==> src/rtl/ssm_pkg.sv <==
// constants and types of the serial port status and state monitor
package ssm_pkg;

  // ---------------------------------------------------------------
  // register indices (byte address is four times the index)
  // ---------------------------------------------------------------
  localparam logic [23:0] IDX_STATUS   = 24'hFFE264;
  localparam logic [23:0] IDX_STATE    = 24'hFFE265;
  localparam logic [23:0] IDX_CTRL     = 24'hFFE270;
  localparam logic [23:0] IDX_IRQ_STAT = 24'hFFE271;
  localparam logic [23:0] IDX_IRQ_EN   = 24'hFFE272;
  localparam logic [23:0] IDX_IRQ_CLR  = 24'hFFE273;

  // ---------------------------------------------------------------
  // field positions and reset values
  // ---------------------------------------------------------------
  localparam int unsigned ST_TX_EMPTY = 7;
  localparam int unsigned ST_UNDERRUN = 6;
  localparam int unsigned ST_COLLIDE  = 5;
  localparam int unsigned ST_ABORT    = 4;
  localparam int unsigned ST_OVERRUN  = 3;
  localparam int unsigned ST_RX_FULL  = 2;
  localparam int unsigned ST_ACTIVE   = 1;
  localparam int unsigned ST_SELECT   = 0;
  localparam logic [7:0]  STATUS_RST  = 8'h01;
  localparam logic [7:0]  STATE_RST   = 8'h00;

  localparam int unsigned CTL_ENABLE = 0;
  localparam int unsigned CTL_MASTER = 1;
  localparam int unsigned CTL_POL    = 2;
  localparam int unsigned CTL_RGC    = 3;
  localparam int unsigned CTL_I2S    = 4;
  localparam int unsigned CTL_SS_OUT = 5;
  localparam int unsigned CTL_LEN_LO = 6;
  localparam int unsigned CTL_LEN_HI = 8;

  localparam int unsigned IRQ_W        = 6;
  localparam int unsigned IRQ_UNDERRUN = 0;
  localparam int unsigned IRQ_COLLIDE  = 1;
  localparam int unsigned IRQ_ABORT    = 2;
  localparam int unsigned IRQ_OVERRUN  = 3;
  localparam int unsigned IRQ_RX_LOAD  = 4;
  localparam int unsigned IRQ_TX_TAKEN = 5;

  // ---------------------------------------------------------------
  // transfer state codes
  // ---------------------------------------------------------------
  localparam logic [5:0] CODE_IDLE    = 6'h00;
  localparam logic [5:0] CODE_SWAIT   = 6'h01;
  localparam logic [5:0] CODE_I2SS1   = 6'h02;
  localparam logic [5:0] CODE_I2SS2   = 6'h03;
  localparam logic [5:0] CODE_MSTART  = 6'h10;
  localparam logic [5:0] CODE_I2SM1   = 6'h31;
  localparam logic [5:0] CODE_I2SM2   = 6'h32;
  localparam logic [1:0] CODE_SHIFT_H = 2'h2;

  typedef enum logic [2:0] {
    SSM_IDLE, SSM_SWAIT, SSM_I2SS1, SSM_I2SS2,
    SSM_MSTART, SSM_I2SM1, SSM_I2SM2, SSM_SHIFT
  } ssm_fsm_t;

  // packed from bit 8 down, so the struct reads back as the control word
  typedef struct packed {
    logic [2:0] charLength;
    logic       selectIsOutput;
    logic       i2sMode;
    logic       rateGenControl;
    logic       selectPolarity;
    logic       masterEnable;
    logic       portEnable;
  } ssm_ctrl_t;

  typedef struct packed {
    logic [2:0]       sckSh;
    logic [2:0]       ssSh;
    logic [2:0]       mosiSh;
    logic [2:0]       misoSh;
    logic             sckF;
    logic             ssF;
    logic             mosiF;
    logic             misoF;
    logic             sckPrev;
    logic             ssPrev;
    ssm_ctrl_t        ctrl;
    ssm_fsm_t         state;
    logic [2:0]       bitIdx;
    logic             phaseTx;
    logic             txHeld;
    logic             txEmptyFlag;
    logic             underrun;
    logic             collision;
    logic             abort;
    logic             overrun;
    logic             rxFull;
    logic             transferActive;
    logic             selectLevel;
    logic             clockPinLevel;
    logic             dataInLevel;
    logic [5:0]       stateCode;
    logic [IRQ_W-1:0] irqStatus;
    logic [IRQ_W-1:0] irqEnable;
    logic             irq;
    logic             pready;
    logic             pslverr;
    logic [31:0]      prdata;
  } ssm_regs_t;

endpackage

==> src/rtl/ssm_top.sv <==
// serial port status flags, pin observation and transfer state monitor
//
// Our own choice: register access over APB.
`timescale 1ns/1ps
module ssm_top
  import ssm_pkg::*;
(
  input  wire logic        mclk,        // system clock, 250 MHz
  input  wire logic        sys_rst,     // synchronous reset, high
  input  wire logic        psel,        // apb select
  input  wire logic        penable,     // apb access phase
  input  wire logic        pwrite,      // apb direction
  input  wire logic [31:0] paddr,       // apb byte address
  input  wire logic [31:0] pwdata,      // apb write data
  output logic      [31:0] prdata,      // apb read data
  output logic             pready,      // apb ready
  output logic             pslverr,     // apb error, unmapped address
  input  wire logic        sckPin,      // serial clock pin
  input  wire logic        mosiPin,     // master-out data pin
  input  wire logic        misoPin,     // master-in data pin
  input  wire logic        ssPin,       // slave select pin
  input  wire logic        txDataWrite, // software wrote tx data
  input  wire logic        rxDataRead,  // software read rx data
  input  wire logic        sckTimeout,  // clock monitor time-out pulse
  output logic             irq          // level interrupt
);

  // ---------------------------------------------------------------
  // helpers
  // ---------------------------------------------------------------
  function automatic logic regHit(input logic [31:0] a,
                                  input logic [23:0] idx);
    return a == {6'h00, idx, 2'h0};
  endfunction

  function automatic logic [5:0] codeOf(input ssm_fsm_t s,
                                        input logic [2:0] idx,
                                        input logic tx);
    case (s)
      SSM_IDLE:   codeOf = CODE_IDLE;
      SSM_SWAIT:  codeOf = CODE_SWAIT;
      SSM_I2SS1:  codeOf = CODE_I2SS1;
      SSM_I2SS2:  codeOf = CODE_I2SS2;
      SSM_MSTART: codeOf = CODE_MSTART;
      SSM_I2SM1:  codeOf = CODE_I2SM1;
      SSM_I2SM2:  codeOf = CODE_I2SM2;
      SSM_SHIFT:  codeOf = {CODE_SHIFT_H, idx, tx};
      default:    codeOf = CODE_IDLE;
    endcase
  endfunction

  // char length 000 means 8 bits, so first index wraps to 7
  function automatic logic [2:0] firstBit(input logic [2:0] len);
    return 3'(len - 3'h1);
  endfunction

  ssm_regs_t r;
  ssm_regs_t n;

  logic             sckRise;
  logic             sckFall;
  logic             ssAsserted;
  logic             access;
  logic             wrCommit;
  logic             hitStatus;
  logic             hitState;
  logic             hitCtrl;
  logic             hitIrqStat;
  logic             hitIrqEn;
  logic             hitIrqClr;
  logic             takeTx;
  logic             evUnderrun;
  logic             evCollision;
  logic             evAbort;
  logic             evOverrun;
  logic             evRxLoad;
  logic [7:0]       statusWord;
  logic [7:0]       stateWord;
  logic [IRQ_W-1:0] events;

  assign prdata  = r.prdata;
  assign pready  = r.pready;
  assign pslverr = r.pslverr;
  assign irq     = r.irq;

  always_comb begin
    n           = r;
    takeTx      = 1'b0;
    evUnderrun  = 1'b0;
    evCollision = 1'b0;
    evAbort     = 1'b0;
    evOverrun   = 1'b0;
    evRxLoad    = 1'b0;

    // -------------------------------------------------------------
    // pin synchronisers: a change counts once stages two and three agree
    // -------------------------------------------------------------
    n.sckSh  = {r.sckSh[1:0], sckPin};
    n.ssSh   = {r.ssSh[1:0], ssPin};
    n.mosiSh = {r.mosiSh[1:0], mosiPin};
    n.misoSh = {r.misoSh[1:0], misoPin};
    if (r.sckSh[2] == r.sckSh[1]) n.sckF = r.sckSh[1];
    if (r.ssSh[2] == r.ssSh[1]) n.ssF = r.ssSh[1];
    if (r.mosiSh[2] == r.mosiSh[1]) n.mosiF = r.mosiSh[1];
    if (r.misoSh[2] == r.misoSh[1]) n.misoF = r.misoSh[1];
    n.sckPrev  = r.sckF;
    n.ssPrev   = r.ssF;
    sckRise    = r.sckF & ~r.sckPrev;
    sckFall    = ~r.sckF & r.sckPrev;
    ssAsserted = ~(r.ssF ^ r.ctrl.selectPolarity);

    // -------------------------------------------------------------
    // apb slave: one wait state, write commits when pready is seen
    // -------------------------------------------------------------
    access     = psel & penable;
    wrCommit   = access & r.pready & pwrite;
    hitStatus  = regHit(paddr, IDX_STATUS);
    hitState   = regHit(paddr, IDX_STATE);
    hitCtrl    = regHit(paddr, IDX_CTRL);
    hitIrqStat = regHit(paddr, IDX_IRQ_STAT);
    hitIrqEn   = regHit(paddr, IDX_IRQ_EN);
    hitIrqClr  = regHit(paddr, IDX_IRQ_CLR);
    statusWord = {r.txEmptyFlag, r.underrun, r.collision, r.abort,
                  r.overrun, r.rxFull, r.transferActive, r.selectLevel};
    stateWord  = {r.clockPinLevel, r.dataInLevel, r.stateCode};
    n.pready   = access & ~r.pready;
    n.pslverr  = access & ~r.pready & ~(hitStatus | hitState | hitCtrl |
                 hitIrqStat | hitIrqEn | hitIrqClr);
    if (access & ~r.pready) begin
      n.prdata = 32'h0000_0000;
      if (hitStatus) n.prdata[7:0] = statusWord;
      if (hitState) n.prdata[7:0] = stateWord;
      if (hitCtrl) n.prdata[8:0] = r.ctrl;
      if (hitIrqStat) n.prdata[IRQ_W-1:0] = r.irqStatus;
      if (hitIrqEn) n.prdata[IRQ_W-1:0] = r.irqEnable;
    end
    if (wrCommit & hitCtrl) begin
      n.ctrl.portEnable     = pwdata[CTL_ENABLE];
      n.ctrl.masterEnable   = pwdata[CTL_MASTER];
      n.ctrl.selectPolarity = pwdata[CTL_POL];
      n.ctrl.rateGenControl = pwdata[CTL_RGC];
      n.ctrl.i2sMode        = pwdata[CTL_I2S];
      n.ctrl.selectIsOutput = pwdata[CTL_SS_OUT];
      n.ctrl.charLength     = pwdata[CTL_LEN_HI:CTL_LEN_LO];
    end
    if (wrCommit & hitIrqEn) n.irqEnable = pwdata[IRQ_W-1:0];

    // -------------------------------------------------------------
    // transfer state machine, driven by sampled clock edges
    // -------------------------------------------------------------
    case (r.state)
      SSM_IDLE: begin
        if (r.ctrl.masterEnable) begin
          if (r.txHeld) begin
            takeTx  = 1'b1;
            n.state = r.ctrl.i2sMode ? SSM_I2SM1 : SSM_MSTART;
          end
        end else if (r.ctrl.i2sMode) begin
          if (r.ssF != r.ssPrev) begin
            takeTx  = 1'b1;
            n.state = SSM_I2SS1;
          end
        end else if (ssAsserted) begin
          n.state = SSM_SWAIT;
        end
      end
      SSM_SWAIT: begin
        if (!ssAsserted) begin
          n.state = SSM_IDLE;
        end else if (sckRise) begin
          takeTx    = 1'b1;
          n.state   = SSM_SHIFT;
          n.bitIdx  = firstBit(r.ctrl.charLength);
          n.phaseTx = 1'b0;
        end
      end
      SSM_I2SS1:  if (sckRise) n.state = SSM_I2SS2;
      SSM_I2SM1:  if (sckRise) n.state = SSM_I2SM2;
      SSM_I2SS2, SSM_MSTART, SSM_I2SM2: begin
        if (sckRise) begin
          n.state   = SSM_SHIFT;
          n.bitIdx  = firstBit(r.ctrl.charLength);
          n.phaseTx = 1'b0;
        end
      end
      SSM_SHIFT: begin
        if (!r.phaseTx) begin
          if (sckFall) n.phaseTx = 1'b1;
        end else if (r.bitIdx != 3'h0) begin
          if (sckRise) begin
            n.bitIdx  = r.bitIdx - 3'h1;
            n.phaseTx = 1'b0;
          end
        end else if (sckRise | (!r.ctrl.masterEnable & !ssAsserted)) begin
          // last bit done: a select release here is a clean end
          evRxLoad = 1'b1;
          n.state  = SSM_IDLE;
          if (!r.ctrl.masterEnable & !r.ctrl.i2sMode & ssAsserted) begin
            takeTx    = 1'b1;
            n.state   = SSM_SHIFT;
            n.bitIdx  = firstBit(r.ctrl.charLength);
            n.phaseTx = 1'b0;
          end
        end
        if (!r.ctrl.masterEnable & !r.ctrl.i2sMode & !ssAsserted &
            !(r.phaseTx & (r.bitIdx == 3'h0))) begin
          evAbort = 1'b1;
          n.state = SSM_IDLE;
        end
      end
      default: n.state = SSM_IDLE;
    endcase

    // mode fault: another master pulls our select while we master
    if (r.ctrl.masterEnable & !r.ctrl.selectIsOutput & ssAsserted &
        (r.ssF != r.ssPrev)) begin
      evCollision = 1'b1;
      n.state     = SSM_IDLE;
    end
    if (sckTimeout & !r.ctrl.masterEnable & r.ctrl.rateGenControl) begin
      evAbort = 1'b1;
      n.state = SSM_IDLE;
    end

    // -------------------------------------------------------------
    // holding register flags; set beats clear in the same cycle
    // -------------------------------------------------------------
    evUnderrun = takeTx & !r.txHeld & !r.ctrl.masterEnable;
    evOverrun  = evRxLoad & r.rxFull & !rxDataRead;
    if (takeTx) n.txHeld = 1'b0;
    if (txDataWrite) n.txHeld = 1'b1;
    if (rxDataRead) n.rxFull = 1'b0;
    if (evRxLoad) n.rxFull = 1'b1;
    if (wrCommit & hitStatus) begin
      if (pwdata[ST_UNDERRUN]) n.underrun = 1'b0;
      if (pwdata[ST_COLLIDE]) n.collision = 1'b0;
      if (pwdata[ST_ABORT]) n.abort = 1'b0;
      if (pwdata[ST_OVERRUN]) n.overrun = 1'b0;
    end
    n.underrun  = n.underrun | evUnderrun;
    n.collision = n.collision | evCollision;
    n.abort     = n.abort | evAbort;
    n.overrun   = n.overrun | evOverrun;

    // -------------------------------------------------------------
    // disabled port: state, holding and status flags return to reset; irq status and enable keep their values
    // -------------------------------------------------------------
    if (!r.ctrl.portEnable) begin
      n.state     = SSM_IDLE;
      n.txHeld    = 1'b0;
      n.rxFull    = 1'b0;
      n.underrun  = 1'b0;
      n.collision = 1'b0;
      n.abort     = 1'b0;
      n.overrun   = 1'b0;
      evUnderrun  = 1'b0;
      evCollision = 1'b0;
      evAbort     = 1'b0;
      evOverrun   = 1'b0;
      evRxLoad    = 1'b0;
      takeTx      = 1'b0;
    end
    n.txEmptyFlag    = r.ctrl.portEnable & !n.txHeld;
    n.transferActive = (n.state != SSM_IDLE) &&
                       (n.state != SSM_SWAIT);
    n.selectLevel    = r.ctrl.portEnable ?
                       (r.ssF ^ r.ctrl.selectPolarity) :
                       STATUS_RST[ST_SELECT];
    n.clockPinLevel  = r.sckF;
    n.dataInLevel    = r.ctrl.masterEnable ? r.misoF : r.mosiF;
    n.stateCode      = codeOf(n.state, n.bitIdx, n.phaseTx);

    // -------------------------------------------------------------
    // interrupt: sticky events, enable mask, write-one clear
    // -------------------------------------------------------------
    events = '0;
    events[IRQ_UNDERRUN] = evUnderrun;
    events[IRQ_COLLIDE]  = evCollision;
    events[IRQ_ABORT]    = evAbort;
    events[IRQ_OVERRUN]  = evOverrun;
    events[IRQ_RX_LOAD]  = evRxLoad;
    events[IRQ_TX_TAKEN] = takeTx;
    if (wrCommit & hitIrqClr) n.irqStatus = r.irqStatus & ~pwdata[IRQ_W-1:0];
    n.irqStatus = n.irqStatus | events;
    n.irq       = |(n.irqStatus & n.irqEnable);

    if (sys_rst) begin
      n             = '0;
      n.ssSh        = 3'h7;
      n.ssF         = 1'b1;
      n.ssPrev      = 1'b1;
      n.selectLevel = STATUS_RST[ST_SELECT];
      n.stateCode   = STATE_RST[5:0];
      n.state       = SSM_IDLE;
    end
  end

  always_ff @(posedge mclk) begin
    r <= n;
  end

  // ---------------------------------------------------------------
  // checks
  // ---------------------------------------------------------------
  chk_disable_status: assert property (
    @(posedge mclk) disable iff (sys_rst)
    !r.ctrl.portEnable |=> statusWord == STATUS_RST)
    else $error("status not at reset while disabled");

  chk_txempty_write: assert property (
    @(posedge mclk) disable iff (sys_rst)
    txDataWrite |=> !r.txEmptyFlag)
    else $error("tx empty flag not cleared by tx data write");

  chk_w1c_clear: assert property (
    @(posedge mclk) disable iff (sys_rst)
    wrCommit && hitStatus && pwdata[ST_OVERRUN] && !evOverrun
    |=> !r.overrun)
    else $error("overrun flag not cleared by write of one");

  chk_underrun_hold: assert property (
    @(posedge mclk) disable iff (sys_rst)
    r.underrun && r.ctrl.portEnable &&
    !(wrCommit && hitStatus && pwdata[ST_UNDERRUN]) |=> r.underrun)
    else $error("underrun flag dropped without a clear");

  chk_collision_set: assert property (
    @(posedge mclk) disable iff (sys_rst)
    evCollision |=> r.collision && r.state == SSM_IDLE)
    else $error("collision not flagged");

  chk_abort_select: assert property (
    @(posedge mclk) disable iff (sys_rst)
    r.ctrl.portEnable && r.state == SSM_SHIFT && !r.ctrl.masterEnable &&
    !r.ctrl.i2sMode && !ssAsserted && !(r.phaseTx & ~|r.bitIdx) |=> r.abort)
    else $error("slave abort missed on early select release");

  chk_abort_timeout: assert property (
    @(posedge mclk) disable iff (sys_rst)
    r.ctrl.portEnable && sckTimeout && !r.ctrl.masterEnable &&
    r.ctrl.rateGenControl |=> r.abort)
    else $error("slave abort missed on clock time-out");

  chk_rxfull_read: assert property (
    @(posedge mclk) disable iff (sys_rst)
    rxDataRead && !evRxLoad |=> !r.rxFull)
    else $error("rx full not cleared by read");

  chk_clock_track: assert property (
    @(posedge mclk) disable iff (sys_rst)
    sckPin [*5] |=> r.clockPinLevel)
    else $error("clock pin level not reflected");

  chk_irq_level: assert property (
    @(posedge mclk) disable iff (sys_rst)
    r.irq == |(r.irqStatus & r.irqEnable))
    else $error("interrupt output disagrees with status and enable");

endmodule // ssm_top

==> config.mk <==
export PLATFORM = sky130hd
export DESIGN_NAME = ssm_top
export DESIGN_NICKNAME = d
export VERILOG_FILES = /design/src/rtl/ssm_pkg.sv /design/src/rtl/ssm_top.sv
export SDC_FILE = /design/constraint.sdc
export NUM_CORES = 1
export LEC_CHECK = 0
export BUFFER_PORTS_ARGS = -buffer_cell sky130_fd_sc_hd__buf_2
export CORE_MARGIN = 2
export CORE_UTILIZATION = 54
export CTS_BUF_LIST = sky130_fd_sc_hd__clkbuf_2
export DETAILED_ROUTE_END_ITERATION = 6
export PLACE_DENSITY_LB_ADDON = 0.3
export SYNTH_ARGS = -nofsm -noshare
export SYNTH_HDL_FRONTEND = slang
export SYNTH_SLANG_ARGS = --single-unit
==> constraint.sdc <==
create_clock -name mclk -period 3.6 [get_ports mclk]
set_input_delay 0.36 -clock mclk [delete_from_list [all_inputs] [get_ports mclk]]
set_output_delay 0.36 -clock mclk [all_outputs]
set_load 0.03 [all_outputs]
==> results.json <==
{
  "status": "completed",
  "syn_area_um2": 3790,
  "slew_viol_final": 0,
  "synth-edff-count": 0,
  "coreArea_um2": 6790,
  "cts_tree": "built",
  "fmax_mhz": 387,
  "end_kind": "flip-flop",
  "path_depth": 7,
  "hold_buffers": 1,
  "cp-startpoint": "r[85]",
  "utilization_pct": 61.9,
  "rr_worst_depth": 7,
  "setup_viol": 0,
  "synthTopCellsByArea": "dfxtp_1 (39%), buf_4 (6.3%), nor2_1 (5.1%), a21oi_1 (4.4%), nand2_1 (4.0%)",
  "drtIter0Drc": 340,
  "post_cts_resized": 0,
  "num-fill-cells": 625,
  "criticalPathCategory": "reg -> reg",
  "cp_cell_sequence": "nor2b_1 -> o21ai_0 -> a22oi_1 -> o221ai_1 -> a221o_1 -> a21oi_1 -> nor3_1",
  "multiInputGateArea_um2": 2010,
  "path_buf_inv": 0,
  "r2r-end": "r[47]",
  "drv_cap": 0,
  "die_x_um": 87.8,
  "async_flop_share_pct": 0,
  "synthFlopType": "dfxtp_1",
  "antenna_found_initial": 0,
  "htree_levels": 3,
  "power_switching_w": 0.000373,
  "synth_warnings": 0,
  "grt.overflow.total": 0,
  "top_level_ports": 111,
  "netlist_instances": 462,
  "synth_seq_cells": 74,
  "p_int_w": 0.00117,
  "rsz0062_at_grt": "no",
  "crit_fanout": 10,
  "worst_pin_slew_ns": 0.765,
  "vias": 3432,
  "post_cts.repair.setup_buffers": 0,
  "grt_pass1_vias": 3049,
  "rr_startpoint": "r[85]",
  "vias_per_cell": 5.60,
  "start_kind": "flip-flop",
  "synth-seq-area-share_pct": 39.1,
  "finClkSkew_ns": 0.0383,
  "totalWireLength_um": 9030,
  "place.port_buffers": 64,
  "cts_root_buffer": "clkbuf_2",
  "irDropWorstVdd_mv": 0.255,
  "clock_latency_ns": 0.51,
  "area_delta_synth_final_pct": 10.9,
  "synth_area_leader_cell": "dfxtp_1",
  "routedWlPerCell_um": 14.7,
  "num_antenna_cells": 0,
  "post-dp-hpwl_um": 6740,
  "hold_class": "in -> reg",
  "synth_top_area_share_pct": 39.1,
  "path_delay_family": "compound AO/OA/AOI/OAI gates",
  "final_hold_viol_count": 0,
  "pwr_density_cell_nw_per_um2": 366,
  "postSynthAreaPerCell_um2": 8.21,
  "grt_use_total_pct": 23.8,
  "yosysUniqueCellTypes": 62,
  "clk_pin_slew_ns": 0.19,
  "initial_utilization_pct": 55.8,
  "first_pass_iters": 4,
  "seqPwrFrac_pct": 54.1,
  "sw_frac_of_total_pct": 24.3,
  "grt_max_degree": 48,
  "slew_headroom_pct": 48.9,
  "combPwrFrac_pct": 6.8,
  "fin_crit_ns": 2.59,
  "arrival_ns": 2.96,
  "place.gp.congestion": 0.914,
  "numCtsBuffers": 9,
  "grt_pass1_wl_um": 14400,
  "ant_nets": 0,
  "fin_crit_sh_pct": 71.9,
  "reg2reg_slack_ns": 1.01,
  "p_leak_nw": 1.70,
  "cts.sinks": 74,
  "clkPwrFrac_pct": 39.2,
  "clk_path_buf_depth": 2,
  "setup_tns_ns": 0,
  "dieArea_um2": 7710,
  "row_count": 30,
  "slowest_delay_ns": 0.66,
  "die_h_um": 87.8,
  "slowest_stage": "nor2b_1",
  "drive_gt1_share_pct": 18.8,
  "regArea_um2": 1480,
  "cp.required_ns": 3.97,
  "layout.nets": 591,
  "worstSetupEndpoint": "r[47]",
  "drc": 0
}
==> sequential cells by signal, indices dropped and copies added, names as in the netlist <==
register,cells
irq,1
prdata,9
pready,1
pslverr,1
r,62
==> area by class of cell <==
| cell class | instances | share of cell area, % |
|---|---|---|
| clock buffers | 10 | 1.19 |
| well taps | 96 | 2.86 |
| inverters | 16 | 1.43 |
| repair buffers | 70 | 8.75 |
| multi-input cells | 341 | 47.8 |
| flip-flops and latches | 74 | 35.2 |
| clock inverters | 6 | 2.71 |
==> worst min-delay path by stage <==
stage | from | to | cells past startpoint
after floorplan | r[92] | r[93] | 1
after CTS | misoPin | r[86] | 2
after global routing | mosiPin | r[89] | 2
final | mosiPin | r[89] | 2
after detailed placement | r[92] | r[93] | 1
after global placement | r[92] | r[93] | 1
==> synth_stat cells (all sizes together) (3+ instances only) <==
master,count
a211oi,3
a21oi,33
a221oi,5
a22oi,7
a31oi,4
and2,5
buf,38
clkbuf,15
dfxtp,74
ha,3
inv,16
mux2i,11
nand2,40
nand2b,7
nand3,16
nand4,10
nor2,52
nor2b,19
nor3,9
nor4,5
nor4bb,3
o211ai,4
o21a,4
o21ai,17
o22a,5
o22ai,4
o31ai,5
or2,5
or4,4
xor2,3
==> logic make-up after synthesis <==
group,after synthesis,synth area share (%)
flops,74,39.1
buf+inv,69,10.1
xor+xnor,5,1.16
compound gates,112,20.0
mux,12,3.20
fa+ha+maj,3,0.990
other cells,1,0.0989
simple gates,186,25.3
==> metrics by stage <==
step | hold WS (ns) | total power [W] | worst slack, ns | cell area (um^2) | cells
after floorplan | 0.389 | 0.000930 | 0.859 | 3870 | 484
after global placement | 0.397 | 0.000949 | 0.617 | 4030 | 596
after detailed placement | 0.394 | 0.000951 | 0.573 | 4030 | 596
after CTS | 0.0106 | 0.00155 | 1.09 | 4200 | 613
after global routing | 0.0153 | 0.00159 | 0.818 | 4200 | 613
final | 0.0548 | 0.00154 | 1.01 | 4200 | 613
==> power by group through the flow <==
| stage | sequential (W) | clock, W | combinational, W |
|---|---|---|---|
| after CTS | 0.000832 | 0.000614 | 0.000104 |
| after detailed placement | 0.000848 | 0 | 0.000103 |
| after floorplan | 0.000849 | 0 | 0.0000812 |
| after global placement | 0.000848 | 0 | 0.000102 |
| after global routing | 0.000833 | 0.000646 | 0.000113 |
| final | 0.000832 | 0.000603 | 0.000104 |
==> cell usage in the layout, fill, tap and decap left out, types with 4 or more instances in the layout <==
cell type	count
nor3_1	8
mux2i_1	11
a21oi_1	33
conb_1	23
inv_1	16
nor2_1	52
o211ai_1	4
and2_1	4
nand4_1	10
nand2_1	40
buf_2	64
nor4_1	4
a31oi_1	4
nand3_1	16
o21ai_0	17
clkbuf_2	10
nor2b_1	19
a22oi_1	7
a221oi_1	4
dfxtp_1	74
nand2b_1	7
or4_1	4
or2_2	5
o22a_1	5
o31ai_1	5
o22ai_1	4
buf_4	5
o21a_1	4
==> per-layer routing <==
| layer | track usage [%] | share of wire (%) | vias to the layer above |
|---|---|---|---|
| met2 | 38.8 | 48 | 147 |
| li1 | - | - | 1695 |
| met4 | 9.51 | 1.6 | 0 |
| met5 | 0 | 0 | - |
| met1 | 30.5 | 44 | 1572 |
| met3 | 5.75 | 6.5 | 18 |
(Power assumes the default switching activity.)
